`config.mk`:
```
export PLATFORM = sky130hd
export DESIGN_NAME = spc_top
export DESIGN_NICKNAME = d
export VERILOG_FILES = /design/src/include/spc_pkg.sv /design/src/design/spc_top.sv
export SDC_FILE = /design/constraint.sdc
export NUM_CORES = 1
export LEC_CHECK = 0
export CORE_MARGIN = 2
export CORE_UTILIZATION = 30
export CTS_CLUSTER_DIAMETER = 80
export DETAILED_ROUTE_END_ITERATION = 10
export DONT_BUFFER_PORTS = 1
export PLACE_DENSITY = 0.46
export SYNTH_ARGS = -nofsm -noshare
export SYNTH_HDL_FRONTEND = slang
export SYNTH_SLANG_ARGS = --single-unit
```
`constraint.sdc`:
```
create_clock -name clk -period 3 [get_ports clk]
set_input_delay 0.15 -clock clk [delete_from_list [all_inputs] [get_ports clk]]
set_output_delay 0.15 -clock clk [all_outputs]
set_load 0.01 [all_outputs]
```
`src/include/spc_pkg.sv`:
```
package spc_pkg;
	// Register byte addresses on the bus
	localparam logic [3:0] CTRL_ADDR   = 4'h0;
	localparam logic [3:0] STAT_ADDR   = 4'h4;
	localparam logic [3:0] DATA_ADDR   = 4'h8;
	localparam logic [3:0] PORT_ADDR   = 4'hC;
	// Control register field positions
	localparam int CTRL_RIE_BIT   = 7;
	localparam int CTRL_MSTR_BIT  = 5;
	localparam int CTRL_CPOL_BIT  = 4;
	localparam int CTRL_CPHA_BIT  = 3;
	localparam int CTRL_WOM_BIT   = 2;
	localparam int CTRL_EN_BIT    = 1;
	localparam int CTRL_TIE_BIT   = 0;
	localparam logic [7:0] CTRL_RESET = 8'h28;
	// Status/control register field positions
	localparam int STAT_RF_BIT    = 7;
	localparam int STAT_ERROR_INTERRUPT_ENABLE_BIT = 6;
	localparam int STAT_OVR_BIT   = 5;
	localparam int STAT_MODE_FAULT_FLAG_BIT  = 4;
	localparam int STAT_TE_BIT    = 3;
	localparam int STAT_MODE_FAULT_ENABLE_BIT = 2;
	localparam logic [3:0] STAT_CTL_RESET = 4'h0;
	// Bits per transfer
	localparam int BYTE_BITS = 8;
	// Half-period counts (bus cycles) for divisors 2, 8, 32, 128
	localparam logic [6:0] HALF_DIV0 = 7'h01;
	localparam logic [6:0] HALF_DIV1 = 7'h04;
	localparam logic [6:0] HALF_DIV2 = 7'h10;
	localparam logic [6:0] HALF_DIV3 = 7'h40;
	// AXI responses
	localparam logic [1:0] RESP_OKAY   = 2'h0;
	localparam logic [1:0] RESP_SLVERR = 2'h2;
endpackage : spc_pkg

```
`src/design/spc_top.sv`:
```
// Summary of operation
// one byte equals eight clocks, full duplex
// master drives clock pin, slave receives it
// enabled module owns clock pin direction
// CPHA0 master toggles select between bytes
// CPHA1 master may hold select low
// slave select high: tristate MISO, abort
// slave mode: select always module input
// select function follows enable, master, fault-enable
// receive interrupt enable gates receive-full
// master select bit, reset to one
// CPOL sets idle clock level, reset zero
// CPHA sets clock-data timing, reset one
// both ends use identical CPOL, CPHA
// wired-OR bit selects open-drain outputs
// enable bit; clearing performs partial reset
// transmit interrupt enable gates transmit-empty
// receive-full set on transfer, cleared by sequence
// error enable gates overflow and fault
// overflow keeps buffered byte, drops new
// overflow cleared by status then data read
// fault on slave select rise, master low
// fault cleared by status read, control write
// transmit-empty sets on load, clears on write
// rate bits divide 2,8,32,128 in master
// fault enable gates setting, not clearing
// master starts clocking when shifter loaded
`timescale 1ns/1ps
`default_nettype none
module spc_top (
	input  wire logic        clk,
	input  wire logic        rst,
	input  wire logic [3:0]  s_axi_awaddr,
	input  wire logic        s_axi_awvalid,
	output logic             s_axi_awready,
	input  wire logic [31:0] s_axi_wdata,
	input  wire logic [3:0]  s_axi_wstrb,
	input  wire logic        s_axi_wvalid,
	output logic             s_axi_wready,
	output logic [1:0]       s_axi_bresp,
	output logic             s_axi_bvalid,
	input  wire logic        s_axi_bready,
	input  wire logic [3:0]  s_axi_araddr,
	input  wire logic        s_axi_arvalid,
	output logic             s_axi_arready,
	output logic [31:0]      s_axi_rdata,
	output logic [1:0]       s_axi_rresp,
	output logic             s_axi_rvalid,
	input  wire logic        s_axi_rready,
	input  wire logic        sck_i,
	output logic             sck_o,
	output logic             sck_oe,
	input  wire logic        mosi_i,
	output logic             mosi_o,
	output logic             mosi_oe,
	input  wire logic        miso_i,
	output logic             miso_o,
	output logic             miso_oe,
	input  wire logic        ss_n_i,
	output logic             pullup_en,
	output logic             ss_gpio,
	output logic             rx_irq,
	output logic             tx_irq
);
	logic [7:0] ctrl_reg;
	logic [3:0] stat_ctl_reg;
	logic       rx_full_reg, ovr_reg, mode_fault_flag_reg, tx_empty_reg;
	logic       rx_armed_reg, mode_fault_flag_armed_reg;
	logic [7:0] tx_buf_reg, rx_buf_reg, shift_reg;
	logic       tx_pend_reg, busy_reg;
	logic [3:0] edge_cnt_reg;
	logic [6:0] div_cnt_reg;
	logic       sck_int_reg;
	logic       mosi_s1, mosi_s2, sck_s1, sck_s2, ss_s1, ss_s2;
	logic       sck_d_reg, ss_d_reg, in_bit_reg;

	// Control field decode
	logic en, mstr, cpol, cpha, wom, mode_fault_enable;
	assign en     = ctrl_reg[spc_pkg::CTRL_EN_BIT];
	assign mstr   = ctrl_reg[spc_pkg::CTRL_MSTR_BIT];
	assign cpol   = ctrl_reg[spc_pkg::CTRL_CPOL_BIT];
	assign cpha   = ctrl_reg[spc_pkg::CTRL_CPHA_BIT];
	assign wom    = ctrl_reg[spc_pkg::CTRL_WOM_BIT];
	assign mode_fault_enable = stat_ctl_reg[spc_pkg::STAT_MODE_FAULT_ENABLE_BIT];

	// Two-flop synchronisers on the far-clocked pins; master input is paced by our own clock
	// and is read directly, otherwise the divide-by-2 rate would sample a stale bit
	always_ff @(posedge clk) begin
		mosi_s1 <= mosi_i;
		mosi_s2 <= mosi_s1;
		sck_s1  <= sck_i;
		sck_s2  <= sck_s1;
		ss_s1   <= ss_n_i;
		ss_s2   <= ss_s1;
	end

	// Edge history of synchronised clock and select
	always_ff @(posedge clk) begin
		if (rst) begin
			sck_d_reg <= 1'b0;
			ss_d_reg  <= 1'b1;
		end else begin
			sck_d_reg <= sck_s2;
			ss_d_reg  <= ss_s2;
		end
	end

	// AXI4-Lite write: take address and data in either order
	logic       aw_held, w_held;
	logic [3:0] aw_addr;
	logic [31:0] w_data;
	logic [3:0] w_strb;
	logic       wr_fire, wr_ok;
	assign s_axi_awready = !aw_held && !s_axi_bvalid;
	assign s_axi_wready  = !w_held && !s_axi_bvalid;
	assign wr_fire = aw_held && w_held && !s_axi_bvalid;
	assign wr_ok   = aw_addr != spc_pkg::PORT_ADDR;
	always_ff @(posedge clk) begin
		if (rst) begin
			aw_held <= 1'b0;
			w_held <= 1'b0;
			aw_addr <= 4'h0;
			w_data <= 32'h0000_0000;
			w_strb <= 4'h0;
			s_axi_bvalid <= 1'b0;
			s_axi_bresp <= spc_pkg::RESP_OKAY;
		end else begin
			if (s_axi_awvalid && s_axi_awready) begin
				aw_held <= 1'b1;
				aw_addr <= s_axi_awaddr;
			end
			if (s_axi_wvalid && s_axi_wready) begin
				w_held <= 1'b1;
				w_data <= s_axi_wdata;
				w_strb <= s_axi_wstrb;
			end
			if (wr_fire) begin
				aw_held <= 1'b0;
				w_held <= 1'b0;
				s_axi_bvalid <= 1'b1;
				s_axi_bresp <= wr_ok ? spc_pkg::RESP_OKAY : spc_pkg::RESP_SLVERR;
			end else if (s_axi_bready) begin
				s_axi_bvalid <= 1'b0;
			end
		end
	end

	// Write strobes decoded per register, byte lane zero only
	logic wr_ctrl, wr_stat, wr_data;
	assign wr_ctrl = wr_fire && aw_addr == spc_pkg::CTRL_ADDR && w_strb[0];
	assign wr_stat = wr_fire && aw_addr == spc_pkg::STAT_ADDR && w_strb[0];
	assign wr_data = wr_fire && aw_addr == spc_pkg::DATA_ADDR && w_strb[0];

	// AXI4-Lite read, one-cycle answer
	logic rd_stat, rd_data;
	logic [7:0] stat_view;
	assign s_axi_arready = !s_axi_rvalid;
	assign stat_view = {rx_full_reg, stat_ctl_reg[3], ovr_reg, mode_fault_flag_reg, tx_empty_reg, mode_fault_enable, stat_ctl_reg[1:0]};
	assign rd_stat = s_axi_arvalid && s_axi_arready && s_axi_araddr == spc_pkg::STAT_ADDR;
	assign rd_data = s_axi_arvalid && s_axi_arready && s_axi_araddr == spc_pkg::DATA_ADDR;
	always_ff @(posedge clk) begin
		if (rst) begin
			s_axi_rvalid <= 1'b0;
			s_axi_rdata <= 32'h0000_0000;
			s_axi_rresp <= spc_pkg::RESP_OKAY;
		end else if (s_axi_arvalid && s_axi_arready) begin
			s_axi_rvalid <= 1'b1;
			s_axi_rresp <= spc_pkg::RESP_OKAY;
			case (s_axi_araddr)
				spc_pkg::CTRL_ADDR: s_axi_rdata <= {24'h00_0000, ctrl_reg};
				spc_pkg::STAT_ADDR: s_axi_rdata <= {24'h00_0000, stat_view};
				spc_pkg::DATA_ADDR: s_axi_rdata <= {24'h00_0000, rx_buf_reg};
				spc_pkg::PORT_ADDR: s_axi_rdata <= {31'h0000_0000, ss_s2};
				default: begin
					s_axi_rdata <= 32'h0000_0000;
					s_axi_rresp <= spc_pkg::RESP_SLVERR;
				end
			endcase
		end else if (s_axi_rready) begin
			s_axi_rvalid <= 1'b0;
		end
	end

	// Slave select role per configuration
	logic ss_used, slave_sel, master_fault_ev, slave_fault_ev;
	assign ss_used = en && (!mstr || mode_fault_enable);
	assign ss_gpio = !ss_used;
	assign slave_sel = en && !mstr && !ss_s2;
	assign master_fault_ev = en && mstr && mode_fault_enable && !ss_s2;
	assign slave_fault_ev = en && !mstr && mode_fault_enable && busy_reg && ss_s2 && !ss_d_reg;

	// Control registers; a master fault drops enable and master
	always_ff @(posedge clk) begin
		if (rst) begin
			ctrl_reg <= spc_pkg::CTRL_RESET;
			stat_ctl_reg <= spc_pkg::STAT_CTL_RESET;
		end else begin
			if (wr_ctrl)
				ctrl_reg <= w_data[7:0];
			if (wr_stat)
				stat_ctl_reg <= {w_data[spc_pkg::STAT_ERROR_INTERRUPT_ENABLE_BIT], w_data[spc_pkg::STAT_MODE_FAULT_ENABLE_BIT], w_data[1:0]};
			if (master_fault_ev) begin
				ctrl_reg[spc_pkg::CTRL_EN_BIT] <= 1'b0;
				ctrl_reg[spc_pkg::CTRL_MSTR_BIT] <= 1'b0;
			end
		end
	end

	// Serial engine strobes
	logic fault_any, sample_ev, shift_ev, byte_done, load_ev;
	logic [6:0] half_cnt;
	logic tick, s_lead, s_trail;
	always_comb begin
		case (stat_ctl_reg[1:0])
			2'b00: half_cnt = spc_pkg::HALF_DIV0;
			2'b01: half_cnt = spc_pkg::HALF_DIV1;
			2'b10: half_cnt = spc_pkg::HALF_DIV2;
			default: half_cnt = spc_pkg::HALF_DIV3;
		endcase
	end
	assign tick = mstr && busy_reg && div_cnt_reg == half_cnt - 7'h01;
	// Slave edges relative to idle polarity
	assign s_lead  = slave_sel && (sck_s2 ^ cpol) && !(sck_d_reg ^ cpol);
	assign s_trail = slave_sel && !(sck_s2 ^ cpol) && (sck_d_reg ^ cpol);
	// Even edge counts are leading edges (count starts at 0)
	assign sample_ev = mstr ? (tick && (edge_cnt_reg[0] == cpha)) : (busy_reg && (cpha ? s_trail : s_lead));
	// Phase 1: first leading edge only presents the loaded MSB, no shift yet
	assign shift_ev  = mstr ? (tick && (edge_cnt_reg[0] != cpha) && !(cpha && edge_cnt_reg == 4'h0)) :
		(busy_reg && (cpha ? (s_lead && edge_cnt_reg != 4'h0) : s_trail));
	assign byte_done = mstr ? (tick && edge_cnt_reg == 4'hF) : (busy_reg && edge_cnt_reg == 4'hF &&
		(s_lead || s_trail));
	assign fault_any = !en || (!mstr && ss_s2);
	// Load into an idle shifter; slave with CPHA0 loads on select fall
	assign load_ev = en && !busy_reg && tx_pend_reg && (mstr || (!ss_s2 && (cpha || ss_d_reg)));

	// Shift engine: eight clocks per byte
	always_ff @(posedge clk) begin
		if (rst || fault_any) begin
			busy_reg <= 1'b0;
			shift_reg <= 8'h00;
			edge_cnt_reg <= 4'h0;
			div_cnt_reg <= 7'h00;
			sck_int_reg <= 1'b0;
			in_bit_reg <= 1'b0;
		end else if (load_ev) begin
			busy_reg <= 1'b1;
			shift_reg <= tx_buf_reg;
			edge_cnt_reg <= 4'h0;
			div_cnt_reg <= 7'h00;
		end else if (busy_reg) begin
			if (mstr)
				div_cnt_reg <= tick ? 7'h00 : div_cnt_reg + 7'h01;
			if (tick)
				sck_int_reg <= !sck_int_reg;
			if (tick || s_lead || s_trail)
				edge_cnt_reg <= edge_cnt_reg + 4'h1;
			if (sample_ev)
				in_bit_reg <= mstr ? miso_i : mosi_s2;
			if (shift_ev)
				shift_reg <= {shift_reg[6:0], in_bit_reg};
			if (byte_done)
				busy_reg <= 1'b0;
		end
	end

	// Completed byte is the shifter plus the last sampled bit
	logic [7:0] done_byte;
	assign done_byte = {shift_reg[6:0], sample_ev ? (mstr ? miso_i : mosi_s2) : in_bit_reg};

	// Transmit buffer and empty flag
	always_ff @(posedge clk) begin
		if (rst) begin
			tx_buf_reg <= 8'h00;
			tx_pend_reg <= 1'b0;
			tx_empty_reg <= 1'b1;
		end else if (!en) begin
			tx_pend_reg <= 1'b0;
			tx_empty_reg <= 1'b1;
			if (wr_data)
				tx_buf_reg <= w_data[7:0];
		end else if (wr_data) begin
			tx_buf_reg <= w_data[7:0];
			tx_pend_reg <= 1'b1;
			tx_empty_reg <= 1'b0;
		end else if (load_ev) begin
			tx_pend_reg <= 1'b0;
			tx_empty_reg <= 1'b1;
		end
	end

	// Receive buffer, full and overflow flags; set beats clear
	always_ff @(posedge clk) begin
		if (rst) begin
			rx_buf_reg <= 8'h00;
			rx_full_reg <= 1'b0;
			ovr_reg <= 1'b0;
			rx_armed_reg <= 1'b0;
		end else begin
			if (rd_stat)
				rx_armed_reg <= rx_full_reg || ovr_reg;
			if (byte_done && rx_full_reg) begin
				ovr_reg <= 1'b1;
			end else if (byte_done) begin
				rx_buf_reg <= done_byte;
				rx_full_reg <= 1'b1;
			end
			if (rd_data && rx_armed_reg) begin
				rx_armed_reg <= 1'b0;
				if (!byte_done) begin
					rx_full_reg <= 1'b0;
					ovr_reg <= 1'b0;
				end
			end
		end
	end

	// Mode fault flag, cleared by status read then control write
	always_ff @(posedge clk) begin
		if (rst) begin
			mode_fault_flag_reg <= 1'b0;
			mode_fault_flag_armed_reg <= 1'b0;
		end else if (master_fault_ev || slave_fault_ev) begin
			mode_fault_flag_reg <= 1'b1;
			mode_fault_flag_armed_reg <= 1'b0;
		end else begin
			if (rd_stat)
				mode_fault_flag_armed_reg <= mode_fault_flag_reg;
			if (wr_ctrl && mode_fault_flag_armed_reg) begin
				mode_fault_flag_reg <= 1'b0;
				mode_fault_flag_armed_reg <= 1'b0;
			end
		end
	end

	// Pin drive; wired-OR drives only low
	logic sck_val, mosi_val, miso_val;
	assign sck_val  = busy_reg ? (sck_int_reg ^ cpol) : cpol;
	assign mosi_val = shift_reg[7];
	assign miso_val = shift_reg[7];
	assign sck_o  = wom ? 1'b0 : sck_val;
	assign mosi_o = wom ? 1'b0 : mosi_val;
	assign miso_o = wom ? 1'b0 : miso_val;
	assign sck_oe  = en && mstr && (!wom || !sck_val);
	assign mosi_oe = en && mstr && (!wom || !mosi_val);
	assign miso_oe = slave_sel && (!wom || !miso_val);
	assign pullup_en = !wom;

	// Interrupt request levels
	assign rx_irq = (ctrl_reg[spc_pkg::CTRL_RIE_BIT] && rx_full_reg) ||
		(stat_ctl_reg[3] && (ovr_reg || mode_fault_flag_reg));
	assign tx_irq = ctrl_reg[spc_pkg::CTRL_TIE_BIT] && en && tx_empty_reg;

	// Flag and mode checks
	overflow_keep_a: assert property (@(posedge clk) disable iff (rst)
		byte_done && rx_full_reg |=> ovr_reg && rx_buf_reg == $past(rx_buf_reg)) else $error("overflow lost buffer");
	rx_full_set_a: assert property (@(posedge clk) disable iff (rst)
		byte_done && !rx_full_reg |=> rx_full_reg) else $error("receive full not set");
	mode_fault_flag_master_a: assert property (@(posedge clk) disable iff (rst)
		master_fault_ev |=> mode_fault_flag_reg && !en) else $error("master fault missed");
	mode_fault_flag_hold_a: assert property (@(posedge clk) disable iff (rst)
		mode_fault_flag_reg && !wr_ctrl |=> mode_fault_flag_reg) else $error("fault flag cleared early");
	tx_empty_load_a: assert property (@(posedge clk) disable iff (rst)
		load_ev && !wr_data |=> tx_empty_reg && busy_reg) else $error("load did not set empty");
	slave_tristate_a: assert property (@(posedge clk) disable iff (rst)
		!mstr && ss_s2 |-> !miso_oe) else $error("MISO driven while deselected");
	disable_reset_a: assert property (@(posedge clk) disable iff (rst)
		!en |=> !busy_reg && tx_empty_reg) else $error("partial reset failed");
	clk_idle_a: assert property (@(posedge clk) disable iff (rst)
		en && mstr && !busy_reg && !wom |-> sck_oe && sck_o == cpol) else $error("idle clock level");
endmodule : spc_top
`default_nettype wire

```
==> results.sh <==
export IMPL_grt_pass1_vias=3129
export IMPL_cts_buffers_inserted=9
export IMPL_grt_pass1_wl_microns=16820
export IMPL_clockBufferDepth=2
export IMPL_leakage_nw=1.909
export IMPL_max_slew_margin_rel_pct=60.18
export IMPL_ys_ff_latch=92
export IMPL_routedWlPerCell_microns=14.95
export IMPL_hold_viol_final=0
export IMPL_fin_util_pct=34.87
export IMPL_power_density_nw_per_um2=498.2
export IMPL_synth_edf_count=0
export IMPL_cts_resized=0
export IMPL_reg2reg_from="stat_ctl_reg[0]"
export IMPL_fin_cells=683
export IMPL_cts_tree="done"
export IMPL_reg2reg_to="shift_reg[1]"
export IMPL_ys_types=62
export IMPL_synth_cells=489
export IMPL_routed_wl_microns=10210
export IMPL_dp_hpwl_microns=7213
export IMPL_grt_use_total_pct=13.44
export IMPL_irDropWorstVdd_uv=275.3
export IMPL_antenna_found_initial=0
export IMPL_yosysTopAreaCell="dfxtp_1"
export IMPL_endpoint_kind="register"
export IMPL_die_w_microns=124.3
export IMPL_port_buffers=0
export IMPL_min_delay_path_class="in -> reg"
export IMPL_synth_top_area_share_pct=42.41
export IMPL_drive_gt1_share_pct=8.946
export IMPL_maxCapViolCount=0
export IMPL_synth_top_family_by_area="simple AND/OR/NAND/NOR gates"
export IMPL_place_gp_congestion=0.7739
export IMPL_synth_cell_area_sq_um=4343
export IMPL_antenna_cells=0
export IMPL_clock_latency_ns=0.34
export IMPL_grt_max_degree=64
export IMPL_start_util_pct=31.05
export IMPL_synth_xor_area_share_pct=2.420
export IMPL_cpPeakStageDelay_ns=0.58
export IMPL_drc=0
export IMPL_synth_seq_area_share_pct=42.41
export IMPL_fp_coreArea_sq_um=13990
export IMPL_drt_iter0_drc=184
export IMPL_synth_area_per_cell_sq_um=8.881
export IMPL_timing_final_crit_share_pct=80.63
export IMPL_ant_nets=0
export IMPL_critical_path_startpoint="stat_ctl_reg[0]"
export IMPL_synthMuxAreaShare_pct=12.36
export IMPL_critical_path_class="reg -> reg"
export IMPL_yosysWarnings=0
export IMPL_skew_ns=0.005138
export IMPL_h_tree_depth=3
export IMPL_fin_nets=558
export IMPL_dp_cells=648
export IMPL_slew_violations=0
export IMPL_worst_slew_pin_slew_ns=0.5954
export IMPL_period_needed_ns=2.419
export IMPL_setup_viol=0
export IMPL_synth_area_top_cells="dfxtp_1, mux2i_1, nand2_1"
export IMPL_fmax_mhz=413.4
export IMPL_dieArea_sq_um=15450
export IMPL_crit_path_max_fanout=14
export IMPL_die_h_microns=124.3
export IMPL_crit_chain="or2_2 > ha_1 > xnor2_1 > nor4_4 > o21a_4 > a211oi_4 > mux2i_1"
export IMPL_arrival_ns=2.68
export IMPL_io_pins=106
export IMPL_synth_compound_area_share_pct=13.40
export IMPL_crit_required_ns=3.26
export IMPL_r2r_slack_ns=0.58
export IMPL_top_layer="met4"
export IMPL_ff2ff_path_depth=7
export IMPL_overflow=0
export IMPL_synth_simple_area_share_pct=20.34
export IMPL_firstDrtPassIters=4
export IMPL_syn2layout_area_growth_pct=12.33
export IMPL_wl_met1_microns=5234
export IMPL_ys_flop_type="dfxtp_1"
export IMPL_rows=43
export IMPL_synth_fa_ha_area_share_pct=1.152
export IMPL_cp_endpoint="shift_reg[1]"
export IMPL_crit_path_start_kind="register"
export IMPL_cts_setup_buffers=0
export IMPL_async_flop_share_pct=0
export IMPL_grt_setup_unrepaired="false"
export IMPL_cp_slowest_cell="a211oi_4"
export IMPL_dr_wl_met3_microns=439
export IMPL_vias_per_cell=4.808
export IMPL_clkSinkCount=92
export IMPL_cts_hold_buffers=20
export IMPL_outcome="completed"
export IMPL_vias=3284
export IMPL_total_power_mw=2.431
export IMPL_path_clk_slew_ns=0.06
export IMPL_cts_root_buf="clkbuf_16"
export IMPL_finalSetupTns_ns=0
export IMPL_wl_met2_microns=4433
metal layers:
layer | GRT usage [%] | up-vias
li1 | - | 1649
met1 | 18.84 | 1543
met2 | 20.80 | 85
met3 | 3.351 | 7
met4 | 3.173 | 0
met5 | 0 | -
how the worst min path moves through the flow:
stage	cells after the start	end	start	slack, ns
global route	2	s_axi_rresp[1]	s_axi_arvalid	0.02
finish	2	s_axi_rresp[1]	s_axi_arvalid	0.02
CTS	2	s_axi_rresp[1]	s_axi_arvalid	0.01
global placement	0	sck_s1	sck_i	0.18
floorplan	0	mosi_s1	mosi_i	0.18
detailed placement	0	sck_s1	sck_i	0.18
logic make-up (layout without fill, tap and decap cells):
group                      count (synthesis)  count (layout)
DFF                                       92              92
other                                      1              26
AOI/OAI and AO/OA                         86              86
adders and majority gates                  4               4
and+or+nand+nor                          185             185
muxes                                     51              51
buffers and inverters                     58              47
xor gates and xnor gates                  12              12
final cells by class:
cell class | instances | area [sq um]
inverters | 7 | 26.28
clock buffers | 11 | 242.7
clock inverters | 4 | 26.28
well taps | 180 | 225.2
repair buffers | 25 | 255.2
fillers | 1485 | 9110
multi-input cells | 364 | 2261
flip-flops and latches | 92 | 1842
cell usage after synthesis, types with 4 or more instances:
| library cell | instances |
|---|---|
| nand2b_1 | 6 |
| nand2_1 | 67 |
| nor2b_1 | 9 |
| nor3_1 | 6 |
| ha_1 | 4 |
| xnor2_1 | 5 |
| mux2_2 | 8 |
| nand3_1 | 14 |
| xor2_1 | 7 |
| dfxtp_1 | 92 |
| a22oi_1 | 8 |
| buf_4 | 28 |
| o211ai_1 | 9 |
| buf_2 | 4 |
| o21ai_0 | 14 |
| mux2i_1 | 42 |
| inv_1 | 7 |
| a21oi_1 | 32 |
| clkbuf_1 | 15 |
| nor2_1 | 51 |
layout by cell type (no fill, tap or decap), drive strengths merged, types with 3 or more instances in the layout:
cell	count
clkbuf	11
dlygate4sd3	19
inv	7
xnor2	5
or3	3
nand3	14
nor2b	9
conb	26
nand2	67
and2	4
buf	6
mux2i	42
a22oi	8
nor2	52
nor3	6
clkinv	3
mux2	8
ha	4
nand4	3
dfxtp	92
and3	3
nor4	3
nand2b	6
a211oi	4
or2	3
o21ai	17
o211ai	10
xor2	7
a21oi	32
metrics by stage:
step / setup slack [ns] / hold WS [ns] / cell area (sq um)
floorplan: 0.8658 / 0.1777 / 4437
global placement: 0.6467 / 0.1778 / 4392
detailed placement: 0.5703 / 0.1778 / 4392
CTS: 0.5564 / 0.01128 / 4878
global route: 0.4059 / 0.01598 / 4878
finish: 0.5812 / 0.01943 / 4878
power breakdown:
group	switching, mW	internal [mW]	total (mW)
Sequential	0.0251	1.25	1.27
Combinational	0.0718	0.0498	0.122
Clock	0.460	0.578	1.04
worst max-delay path: cells and delay by family, from the launching register on:
family	cells	cell delay [ns]
flip-flops	1	0.36
XOR/XNOR	1	0.24
AO/OA/AOI/OAI	2	0.77
AND/OR/NAND/NOR	2	0.41
adder cells (fa/ha/maj)	1	0.30
multiplexers	1	0.25
(Power assumes the default switching activity.)
